$ cat src/core/wtmr_pkg.sv
package wtmr_pkg;

	// =========================================================
	// register offsets (word index on the plain register port)
	localparam logic [1:0] ADDR_STATUS_CONTROL = 2'h0;
	localparam logic [1:0] ADDR_CLOCK_CONFIG = 2'h1;
	localparam logic [1:0] ADDR_CURRENT_COUNT = 2'h2;
	localparam logic [1:0] ADDR_WRAP_LIMIT = 2'h3;
	localparam logic [1:0] ADDR_IRQ_STATUS = 2'h0;

	// =========================================================
	// field positions
	localparam int SC_OVERFLOW_FLAG = 7;
	localparam int SC_OVERFLOW_IRQ_ENABLE = 6;
	localparam int SC_COUNTER_RESET = 5;
	localparam int SC_COUNTER_HALT = 4;
	localparam int CLK_SOURCE_LSB = 4;
	localparam int CLK_PRESCALE_LSB = 0;

	// =========================================================
	// reset values and encodings
	localparam logic [7:0] COUNT_RESET = 8'h00;
	localparam logic [7:0] WRAP_LIMIT_RESET = 8'h00;
	localparam logic [3:0] PRESCALE_MAX_CODE = 4'h8;
	localparam logic [7:0] PRESCALE_ZERO = 8'h00;

	typedef enum logic [1:0] {
		WTMR_SRC_BUS,
		WTMR_SRC_FIXED,
		WTMR_SRC_PIN_FALL,
		WTMR_SRC_PIN_RISE
	} wtmr_source_t;

	typedef struct packed {
		logic [1:0] addr;
		logic [7:0] wdata;
		logic wr;
		logic rd;
	} wtmr_bus_req_t;

	typedef struct packed {
		logic wait_mode;
		logic stop_mode;
		logic debug_mode;
	} wtmr_mode_t;

endpackage

$ cat src/core/wtmr_top.sv
`timescale 1ns/1ps

// Operation
// - 8-bit up-counter, free-running or wrapping at limit
// - overflow interrupt enabled by software
// - fixed-rate clock is reference clock divided by two
// - four prescaler source choices
// - prescale by powers of two, 1 to 256
// - reset bit or limit write clears count
// - keeps counting and interrupting in wait
// - halts prescaler and count in stop mode
// - stop exit by interrupt keeps state
// - stop exit by reset restores reset state
// - suspends counting during background debug
// - external pin synchronised before edge use
// - four 8-bit software registers
// - overflow flag set, read-then-write-zero clear
// - halt bit holds count, set at reset
// - two-bit source field decode
// - four-bit prescale field decode, high codes 256
module wtmr_top #(
	parameter int COUNT_WIDTH = 8
) (
	input wire logic core_clk,
	input wire logic rst_b,
	input wire wtmr_pkg::wtmr_bus_req_t bus_req,
	output logic [7:0] rdata,
	input wire wtmr_pkg::wtmr_mode_t mode,
	input wire logic fixed_reference_clock,
	input wire logic external_timer_clock_pin,
	output logic overflow_irq
);

	// =========================================================
	// reset release
	logic rst_meta_b;
	logic rst_sync_b;

	always_ff @(posedge core_clk or negedge rst_b) begin
		if (!rst_b) begin
			rst_meta_b <= 1'b0;
			rst_sync_b <= 1'b0;
		end else begin
			rst_meta_b <= 1'b1;
			rst_sync_b <= rst_meta_b;
		end
	end

	// =========================================================
	// registers
	logic overflow_flag;
	logic overflow_irq_enable;
	logic counter_halt_bit;
	logic [1:0] source_select;
	logic [3:0] prescale_select;
	logic [COUNT_WIDTH-1:0] count;
	logic [COUNT_WIDTH-1:0] wrap_limit_value;
	logic flag_armed;

	logic wr_sc;
	logic wr_clk;
	logic wr_limit;
	logic rd_sc;
	logic timer_reset;
	logic wrap_event;
	logic tick;

	assign wr_sc = bus_req.wr && bus_req.addr == wtmr_pkg::ADDR_STATUS_CONTROL;
	assign wr_clk = bus_req.wr && bus_req.addr == wtmr_pkg::ADDR_CLOCK_CONFIG;
	assign wr_limit = bus_req.wr && bus_req.addr == wtmr_pkg::ADDR_WRAP_LIMIT;
	assign rd_sc = bus_req.rd && bus_req.addr == wtmr_pkg::ADDR_STATUS_CONTROL;
	// a reset bit write or any limit write restarts the count
	assign timer_reset = (wr_sc && bus_req.wdata[wtmr_pkg::SC_COUNTER_RESET]) || wr_limit;

	always_ff @(posedge core_clk or negedge rst_sync_b) begin
		if (!rst_sync_b) begin
			overflow_irq_enable <= 1'b0;
			counter_halt_bit <= 1'b1;
		end else if (wr_sc) begin
			overflow_irq_enable <= bus_req.wdata[wtmr_pkg::SC_OVERFLOW_IRQ_ENABLE];
			counter_halt_bit <= bus_req.wdata[wtmr_pkg::SC_COUNTER_HALT];
		end
	end

	// source and prescale changes never touch the count
	always_ff @(posedge core_clk or negedge rst_sync_b) begin
		if (!rst_sync_b) begin
			source_select <= 2'h0;
			prescale_select <= 4'h0;
		end else if (wr_clk) begin
			source_select <= bus_req.wdata[wtmr_pkg::CLK_SOURCE_LSB +: 2];
			prescale_select <= bus_req.wdata[wtmr_pkg::CLK_PRESCALE_LSB +: 4];
		end
	end

	always_ff @(posedge core_clk or negedge rst_sync_b) begin
		if (!rst_sync_b) begin
			wrap_limit_value <= wtmr_pkg::WRAP_LIMIT_RESET;
		end else if (wr_limit) begin
			wrap_limit_value <= bus_req.wdata[COUNT_WIDTH-1:0];
		end
	end

	// =========================================================
	// clock sources
	logic fixed_rise;
	logic pin_rise;
	logic pin_fall;
	logic fixed_half;
	logic fixed_half_d;
	logic fixed_half_rise;
	logic src_edge;

	// sync the reference and halve it on its rising edges
	wtmr_edge_sync u_fixed_sync (
		.core_clk(core_clk),
		.rst_sync_b(rst_sync_b),
		.async_in(fixed_reference_clock),
		.rise_pulse(fixed_rise),
		.fall_pulse()
	);

	always_ff @(posedge core_clk or negedge rst_sync_b) begin
		if (!rst_sync_b) begin
			fixed_half <= 1'b0;
			fixed_half_d <= 1'b0;
		end else begin
			if (fixed_rise) begin
				fixed_half <= ~fixed_half;
			end
			fixed_half_d <= fixed_half;
		end
	end

	assign fixed_half_rise = fixed_half & ~fixed_half_d;

	// pin rate must stay under a quarter of the bus clock or edges are lost
	wtmr_edge_sync u_pin_sync (
		.core_clk(core_clk),
		.rst_sync_b(rst_sync_b),
		.async_in(external_timer_clock_pin),
		.rise_pulse(pin_rise),
		.fall_pulse(pin_fall)
	);

	always_comb begin
		case (wtmr_pkg::wtmr_source_t'(source_select))
			wtmr_pkg::WTMR_SRC_BUS: src_edge = 1'b1;
			wtmr_pkg::WTMR_SRC_FIXED: src_edge = fixed_half_rise;
			wtmr_pkg::WTMR_SRC_PIN_FALL: src_edge = pin_fall;
			wtmr_pkg::WTMR_SRC_PIN_RISE: src_edge = pin_rise;
			default: src_edge = 1'b0;
		endcase
	end

	// =========================================================
	// prescaler
	logic counting;
	logic [7:0] prescale_count;
	logic [7:0] prescale_mask;
	logic [3:0] ps_code;

	// stop, debug and halt alike freeze the prescaler and the count
	assign counting = !counter_halt_bit && !mode.stop_mode && !mode.debug_mode;
	assign ps_code = (prescale_select > wtmr_pkg::PRESCALE_MAX_CODE) ?
		wtmr_pkg::PRESCALE_MAX_CODE : prescale_select;
	assign prescale_mask = 8'((9'h001 << ps_code) - 9'h001);

	always_ff @(posedge core_clk or negedge rst_sync_b) begin
		if (!rst_sync_b) begin
			prescale_count <= wtmr_pkg::PRESCALE_ZERO;
		end else if (timer_reset) begin
			prescale_count <= wtmr_pkg::PRESCALE_ZERO;
		end else if (counting && src_edge) begin
			prescale_count <= prescale_count + 8'h01;
		end
	end

	assign tick = counting && src_edge && ((prescale_count & prescale_mask) == prescale_mask);

	// =========================================================
	// counter
	// a zero limit lets the counter roll through its full range
	assign wrap_event = tick && (wrap_limit_value == '0 ?
		count == '1 : count == wrap_limit_value);

	always_ff @(posedge core_clk or negedge rst_sync_b) begin
		if (!rst_sync_b) begin
			count <= wtmr_pkg::COUNT_RESET;
		end else if (timer_reset) begin
			count <= wtmr_pkg::COUNT_RESET;
		end else if (wrap_event) begin
			count <= wtmr_pkg::COUNT_RESET;
		end else if (tick) begin
			count <= count + 1'b1;
		end
	end

	// =========================================================
	// overflow flag: read while set arms a zero-write clear; new wrap wins
	always_ff @(posedge core_clk or negedge rst_sync_b) begin
		if (!rst_sync_b) begin
			overflow_flag <= 1'b0;
			flag_armed <= 1'b0;
		end else begin
			if (wrap_event) begin
				overflow_flag <= 1'b1;
			end else if (timer_reset) begin
				overflow_flag <= 1'b0;
			end else if (wr_sc && flag_armed &&
				!bus_req.wdata[wtmr_pkg::SC_OVERFLOW_FLAG]) begin
				overflow_flag <= 1'b0;
			end
			if (rd_sc && overflow_flag) begin
				flag_armed <= 1'b1;
			end else if (wr_sc || !overflow_flag) begin
				flag_armed <= 1'b0;
			end
		end
	end

	// level request; wait mode keeps it live so it can wake the core
	assign overflow_irq = overflow_flag && overflow_irq_enable;

	// =========================================================
	// read port
	always_ff @(posedge core_clk or negedge rst_sync_b) begin
		if (!rst_sync_b) begin
			rdata <= 8'h00;
		end else if (bus_req.rd) begin
			case (bus_req.addr)
				wtmr_pkg::ADDR_STATUS_CONTROL: rdata <= {overflow_flag,
					overflow_irq_enable, 1'b0, counter_halt_bit, 4'h0};
				wtmr_pkg::ADDR_CLOCK_CONFIG: rdata <= {2'h0, source_select,
					prescale_select};
				wtmr_pkg::ADDR_CURRENT_COUNT: rdata <= count;
				wtmr_pkg::ADDR_WRAP_LIMIT: rdata <= wrap_limit_value;
				default: rdata <= 8'h00;
			endcase
		end else begin
			rdata <= 8'h00;
		end
	end

endmodule

$ cat src/core/wtmr_edge_sync.sv
`timescale 1ns/1ps

// two-stage synchroniser followed by edge detection on the synced copy
module wtmr_edge_sync (
	input wire logic core_clk,
	input wire logic rst_sync_b,
	input wire logic async_in,
	output logic rise_pulse,
	output logic fall_pulse
);

	logic meta;
	logic synced;
	logic synced_d;

	always_ff @(posedge core_clk or negedge rst_sync_b) begin
		if (!rst_sync_b) begin
			meta <= 1'b0;
			synced <= 1'b0;
			synced_d <= 1'b0;
		end else begin
			meta <= async_in;
			synced <= meta;
			synced_d <= synced;
		end
	end

	assign rise_pulse = synced & ~synced_d;
	assign fall_pulse = ~synced & synced_d;

endmodule

$ cat config.mk
export PLATFORM = sky130hd
export DESIGN_NAME = wtmr_top
export DESIGN_NICKNAME = d
export VERILOG_FILES = /design/src/core/wtmr_pkg.sv /design/src/core/wtmr_top.sv /design/src/core/wtmr_edge_sync.sv
export SDC_FILE = /design/constraint.sdc
export NUM_CORES = 1
export LEC_CHECK = 0
export BUFFER_PORTS_ARGS = -buffer_cell sky130_fd_sc_hd__buf_2
export CAP_MARGIN = 20
export CORE_ASPECT_RATIO = 0.7
export CORE_UTILIZATION = 48
export DETAILED_ROUTE_END_ITERATION = 6
export PLACE_DENSITY = 0.72
export REMOVE_ABC_BUFFERS = 1
export SLEW_MARGIN = 20
export SYNTH_ARGS = -nofsm -noshare
export SYNTH_HDL_FRONTEND = slang
export SYNTH_SLANG_ARGS = --single-unit
$ cat constraint.sdc
create_clock -name core_clk -period 2.2 [get_ports core_clk]
set_input_delay 0 -clock core_clk [delete_from_list [all_inputs] [get_ports core_clk]]
set_output_delay 0 -clock core_clk [all_outputs]
set_load 0.05 [all_outputs]
# == Word-level counts from Yosys, hierarchy flattened ==
# Cells that the tools add are included.
# totals
elab_cells,87
reg_bits,52
output_inout_bits,9
# op_classes
reduce_logical,28
order_cmp,1
shift,1
bitwise,10
n_mux,15
n_eq_ne,9
n_addsub,3
# op_table
op,n
8-bit two-way mux,6
8-bit case mux with 4 select lines,1
"8-bit by 1-bit adder with 8-bit output, second input constant",2
8-bit equality test,2
1-bit logical AND,14
8-bit AND,1
"2-bit equality test, second input constant",4
"8-bit equality test, second input constant",1
8-bit zero test,1
"1-bit by 4-bit << shifter with 8-bit output, first input constant",1
"8-bit by 1-bit subtractor with 8-bit output, second input constant",1
1-bit two-way mux,6
3-bit nonzero test,2
1-bit zero test,5
1-bit NOT,5
1-bit AND,4
"2-bit by 1-bit equality test with 1-bit output, second input constant",2
"4-bit > comparator, second input constant",1
2-bit zero test,2
4-bit two-way mux,1
1-bit case mux with 4 select lines,1
2-bit nonzero test,2
1-bit logical OR,2

# == Longest topological paths before layout ==
# logic_depth
depth_word,10
depth_mapped,10
mapped_depth_nobuf,9

# == Cells and area by module ==
# From an unflattened synthesis, not the netlist that was laid out.
# unflattened
hier_cells,244
hier_area_um2,2720.1
# modules_own_cells
module,cells_each,n_inst,area_each_um2
wtmr_top,234,1,2539.9
wtmr_edge_sync,5,2,90.1

# == Worst setup path after synthesis ==
# No wires, ideal clock.
# synth_path
path_type,reg2reg
startpoint,register prescale_select[0]
endpoint,register count[0]
path_stages_with_launch,8
arrival_time_ns,2.688
required_ns,2.122
period_less_slack_ns,2.766
setup_ns,0.078
path_slack_ns,-0.566
cell_sequence,dfrtp_1 > or4_4 > ha_1 > a32oi_1 > or4b_1 > or3b_4 > or3b_1 > a21oi_1
# synth_via
elab_chain_cells,10
elab_cells_between_ends,11
# synth_lines
element,line_no,source
"start, declared",wtmr_top.sv:55,logic [3:0] prescale_select;
"start signal, assigned",wtmr_top.sv:92,prescale_select <= bus_req.wdata[wtmr_pkg::CLK_PRESCALE_LSB +: 4];
4-bit > comparator,wtmr_top.sv:165,assign ps_code = (prescale_select > wtmr_pkg::PRESCALE_MAX_CODE) ?
4-bit two-way mux (*),wtmr_top.sv:165,
1-bit by 4-bit << shifter with 8-bit output (*),wtmr_top.sv:167,assign prescale_mask = 8'((9'h001 << ps_code) - 9'h001);
8-bit by 1-bit subtractor with 8-bit output (*),wtmr_top.sv:167,
8-bit AND,wtmr_top.sv:179,assign tick = counting && src_edge && ((prescale_count & prescale_mask) == prescale_mask);
8-bit equality test (*),wtmr_top.sv:179,
1-bit logical AND (*),wtmr_top.sv:179,
1-bit logical AND,wtmr_top.sv:184,assign wrap_event = tick && (wrap_limit_value == '0 ?
8-bit two-way mux,wtmr_top.sv:192,end else if (wrap_event) begin
8-bit two-way mux,wtmr_top.sv:190,end else if (timer_reset) begin
"end signal, assigned",wtmr_top.sv:189,count <= wtmr_pkg::COUNT_RESET;
"end signal, assigned",wtmr_top.sv:191,count <= wtmr_pkg::COUNT_RESET;
"end signal, assigned",wtmr_top.sv:193,count <= wtmr_pkg::COUNT_RESET;
"end, declared",wtmr_top.sv:56,logic [COUNT_WIDTH-1:0] count;
# Mark *: on every way between the ends. The rest lies on a longest branch, timed or not.
# A chain may end at the register's enable or synchronous reset.

# == Worst setup path in the final report ==
# layout_path
startpoint,register prescale_select[3]
endpoint,register count[0]
# Same word-level chain as after synthesis.

==> flow_summary_export.csv <==
group,metric,value,unit
status,outcome,"finished with violations",
status,failed_checks,"negative setup slack",
critical_path,cp-startpoint,"prescale_select[3]",
sta,hold_viol_final,0,
sta,fmax,359,MHz
power,switchingPower,0.700,mW
sta,skew,0.00681,ns
synthesis,synthTopCellsByArea,"dfrtp_1 (49%), mux2_2 (7.8%), a22oi_1 (3.2%)",
synthesis,synth_seq_cells,52,
grt,antenna_found_initial,0,
sta,worst_pin_slew,0.611,ns
drt,antenna_left,0,
power,p_per_area,733,mW/mm^2
finish,multi_input_area,0.00132,mm^2
synthesis,synth_largest_area_cell,"dfrtp_1",
floorplan,die_area,0.00569,mm^2
sta,rsz0062_at_grt,"true",
synthesis,yosysWarnings,0,
power,p_int,1.69,mW
critical_path,r2r-start,"prescale_select[3]",
finish,layout-drive-gt1-share,31.2,%
sta,setup_ws,-0.582,ns
synthesis,async_reset_ff_share,100,%
finish,diodes,0,
power,p_clk_share,27.1,%
finish,regArea,0.00130,mm^2
critical_path,path_max_fanout,3,
clocking,clock-sinks,52,
critical_path,worst_ep_arrival_time,3.02,ns
drt,wirelength,6170,um
synthesis,synth_edf_count,0,
placement,dpl.hpwl,4310,um
critical_path,critPathCaptureType,"register",
job,max-cap-violations,0,
clocking,clk_latency,0.31,ns
grt,grt_pass1_wl,10600,um
critical_path,cp-start-kind,"register",
grt,grtUsageTotal,25.1,%
drt,dr.pass1.iters,4,
clocking,clk_pin_slew,0.09,ns
synthesis,avgSynthCellArea,10.7,um^2
min_path,hp-start,"bus_req[0]",
sta,fin_crit,2.78,ns
finish,stdcell_area,0.00326,mm^2
clocking,cts_tree,"yes",
finish,final_util,65.6,%
critical_path,reg2reg_setup_slack,-0.58,ns
critical_path,crit_type,"reg2reg",
floorplan,die_y,63.4,um
sta,period_share,126,%
clocking,h-tree-depth,2,
clocking,numCtsBuffers,5,
synthesis,synth_area,0.00258,mm^2
sta,finalMaxSlewViolations,0,
placement,globalplace.congestion,0.841,
drt,avgViaCountPerCell,5.69,
drt,vias,2105,
floorplan,core_area,0.00497,mm^2
grt,grt_pass1_vias,2118,
sta,fin_hold_ws,0.0337,ns
finish,fin_cells,370,
floorplan,rows,21,
finish,fillers,372,
sta,setup_viol,9,
clocking,cts.path.max_buffers,2,
power,ir_worst_vdd,0.000495,V
synthesis,yosysTopAreaCellShare,49.4,%
power,sw_frac_of_total,29.3,%
drt,drcViolationCount,0,
drt,wl_per_cell,16.7,um
floorplan,ioPinCount,28,
finish,syn_to_final_growth,26.1,%
synthesis,yosysMostFrequentCell,"dfrtp_1",
finish,layout.nets,322,
synthesis,yosysSeqAreaShare,50.4,%
clocking,root_buffer,"clkbuf_8",
sta,slew_headroom,59.3,%
placement,port_buffers,26,
grt,grt_max_degree,51,
min_path,holdCritPathClass,"in2reg",
power,p_seq_share,48.8,%
synthesis,synth_common_cells,"dfrtp_1 (51), nand2_1 (22), mux2_2 (18)",
power,p_total,2.39,mW
floorplan,die_w,89.7,um
floorplan,start_util,52.0,%
critical_path,critPathRequiredTime,2.44,ns
synthesis,ys_types,46,
power,power_frac_comb,24.2,%
synthesis,synth-main-ff-cell,"dfrtp_1",
power,leakage,1.45,nW
grt,overflow,0,
placement,placedCellCount,348,
placement,place_area,0.00291,mm^2
drt,drt_iter0_markers,165,
synthesis,syn_inst,242,
==> path summary, 6_finish.rpt <==
| kind | endpoint | cells past startpoint |
|---|---|---|
| setup / recovery | count[0] | 7 |
| min in group asynchronous | fixed_half_d | 1 |
| hold reg to reg | u_pin_sync.synced | 0 |
| max in group asynchronous | prescale_select[2] | 1 |
| setup reg to reg | count[0] | 7 |
| hold / removal | rdata[3] | 2 |
==> metrics by stage <==
step	setup WS [ns]	TNS (ns)
6_report	-0.582	-4.37
3_3_place_gp	-0.556	-4.24
2_1_floorplan	-0.574	-3.87
4_1_cts	-0.548	-4.02
3_5_place_dp	-0.634	-4.75
5_1_grt	-0.628	-4.87
==> cells by family (layout without fill, tap and decap cells) <==
group	after synthesis	in the layout	synth area share, %
fa+ha+maj	3	3	1.45
compound gates	42	42	11.6
buf+inv	16	75	2.32
other cells	1	1	0.145
mux	20	20	9.10
simple gates	95	95	20.5
xor+xnor	13	13	4.41
flops	52	52	50.4
==> power groups by stage <==
stage / combinational [mW] / sequential, mW / clock [mW]
6_report: 0.577 / 1.16 / 0.646
5_1_grt: 0.635 / 1.18 / 0.698
4_1_cts: 0.568 / 1.16 / 0.660
3_5_place_dp: 0.522 / 1.18 / 0
3_3_place_gp: 0.513 / 1.17 / 0
2_1_floorplan: 0.266 / 1.23 / 0
==> registers in the layout, summed over array words and instances (netlist names), 2 cells and up <==
name	flops
prescale_select	4
wrap_limit_value	8
source_select	2
count	8
prescale_count	8
rdata	8
==> layer usage <==
| metal | GRT usage (%) | wire length, um |
|---|---|---|
| met5 | 0 | 0 |
| met4 | 11.3 | 129 |
| met3 | 7.86 | 467 |
| met2 | 33.5 | 2640 |
| met1 | 36.8 | 2930 |
==> worst max-delay path, cell delays in order, from the launching register on <==
cell and delay [ns]:
dfrtp_1 0.39, or4_4 0.57, ha_4 0.19, a32oi_1 0.18, or4b_4 0.49, or3b_4 0.39, or3b_4 0.38, a21oi_2 0.13
==> layout by cell type, fill, tap and decap left out, types with 5 or more instances in the layout <==
| cell type | n |
|---|---|
| clkbuf_8 | 5 |
| mux2_2 | 18 |
| nand2_1 | 20 |
| nor2b_1 | 9 |
| nand4_1 | 8 |
| dlygate4sd3_1 | 12 |
| buf_4 | 19 |
| a21oi_1 | 5 |
| and3_1 | 5 |
| nor2_1 | 17 |
| xnor2_1 | 7 |
| buf_2 | 26 |
| nand3_1 | 6 |
| inv_1 | 9 |
| xor2_1 | 6 |
| o221ai_2 | 6 |
| o21ai_0 | 6 |
| dfrtp_1 | 50 |
| a22oi_1 | 11 |
==> repair_timing <==
item,4_1_cts,5_1_grt
hold buffers,12,0
endpoints found under the setup margin,9,9
setup buffers,2,0
resized for setup,19,2
pin swaps,4,2
hold endpoints to repair,20,0
==> layout make-up <==
type / instances / share of cell area [%]
flip-flops and latches: 52 / 40.0
well taps: 69 / 2.65
repair buffers: 58 / 12.4
clock buffers: 6 / 2.23
inverters: 9 / 1.04
multi-input cells: 174 / 40.6
clock inverters: 2 / 1.08
Power figures use the tool's default switching activity.
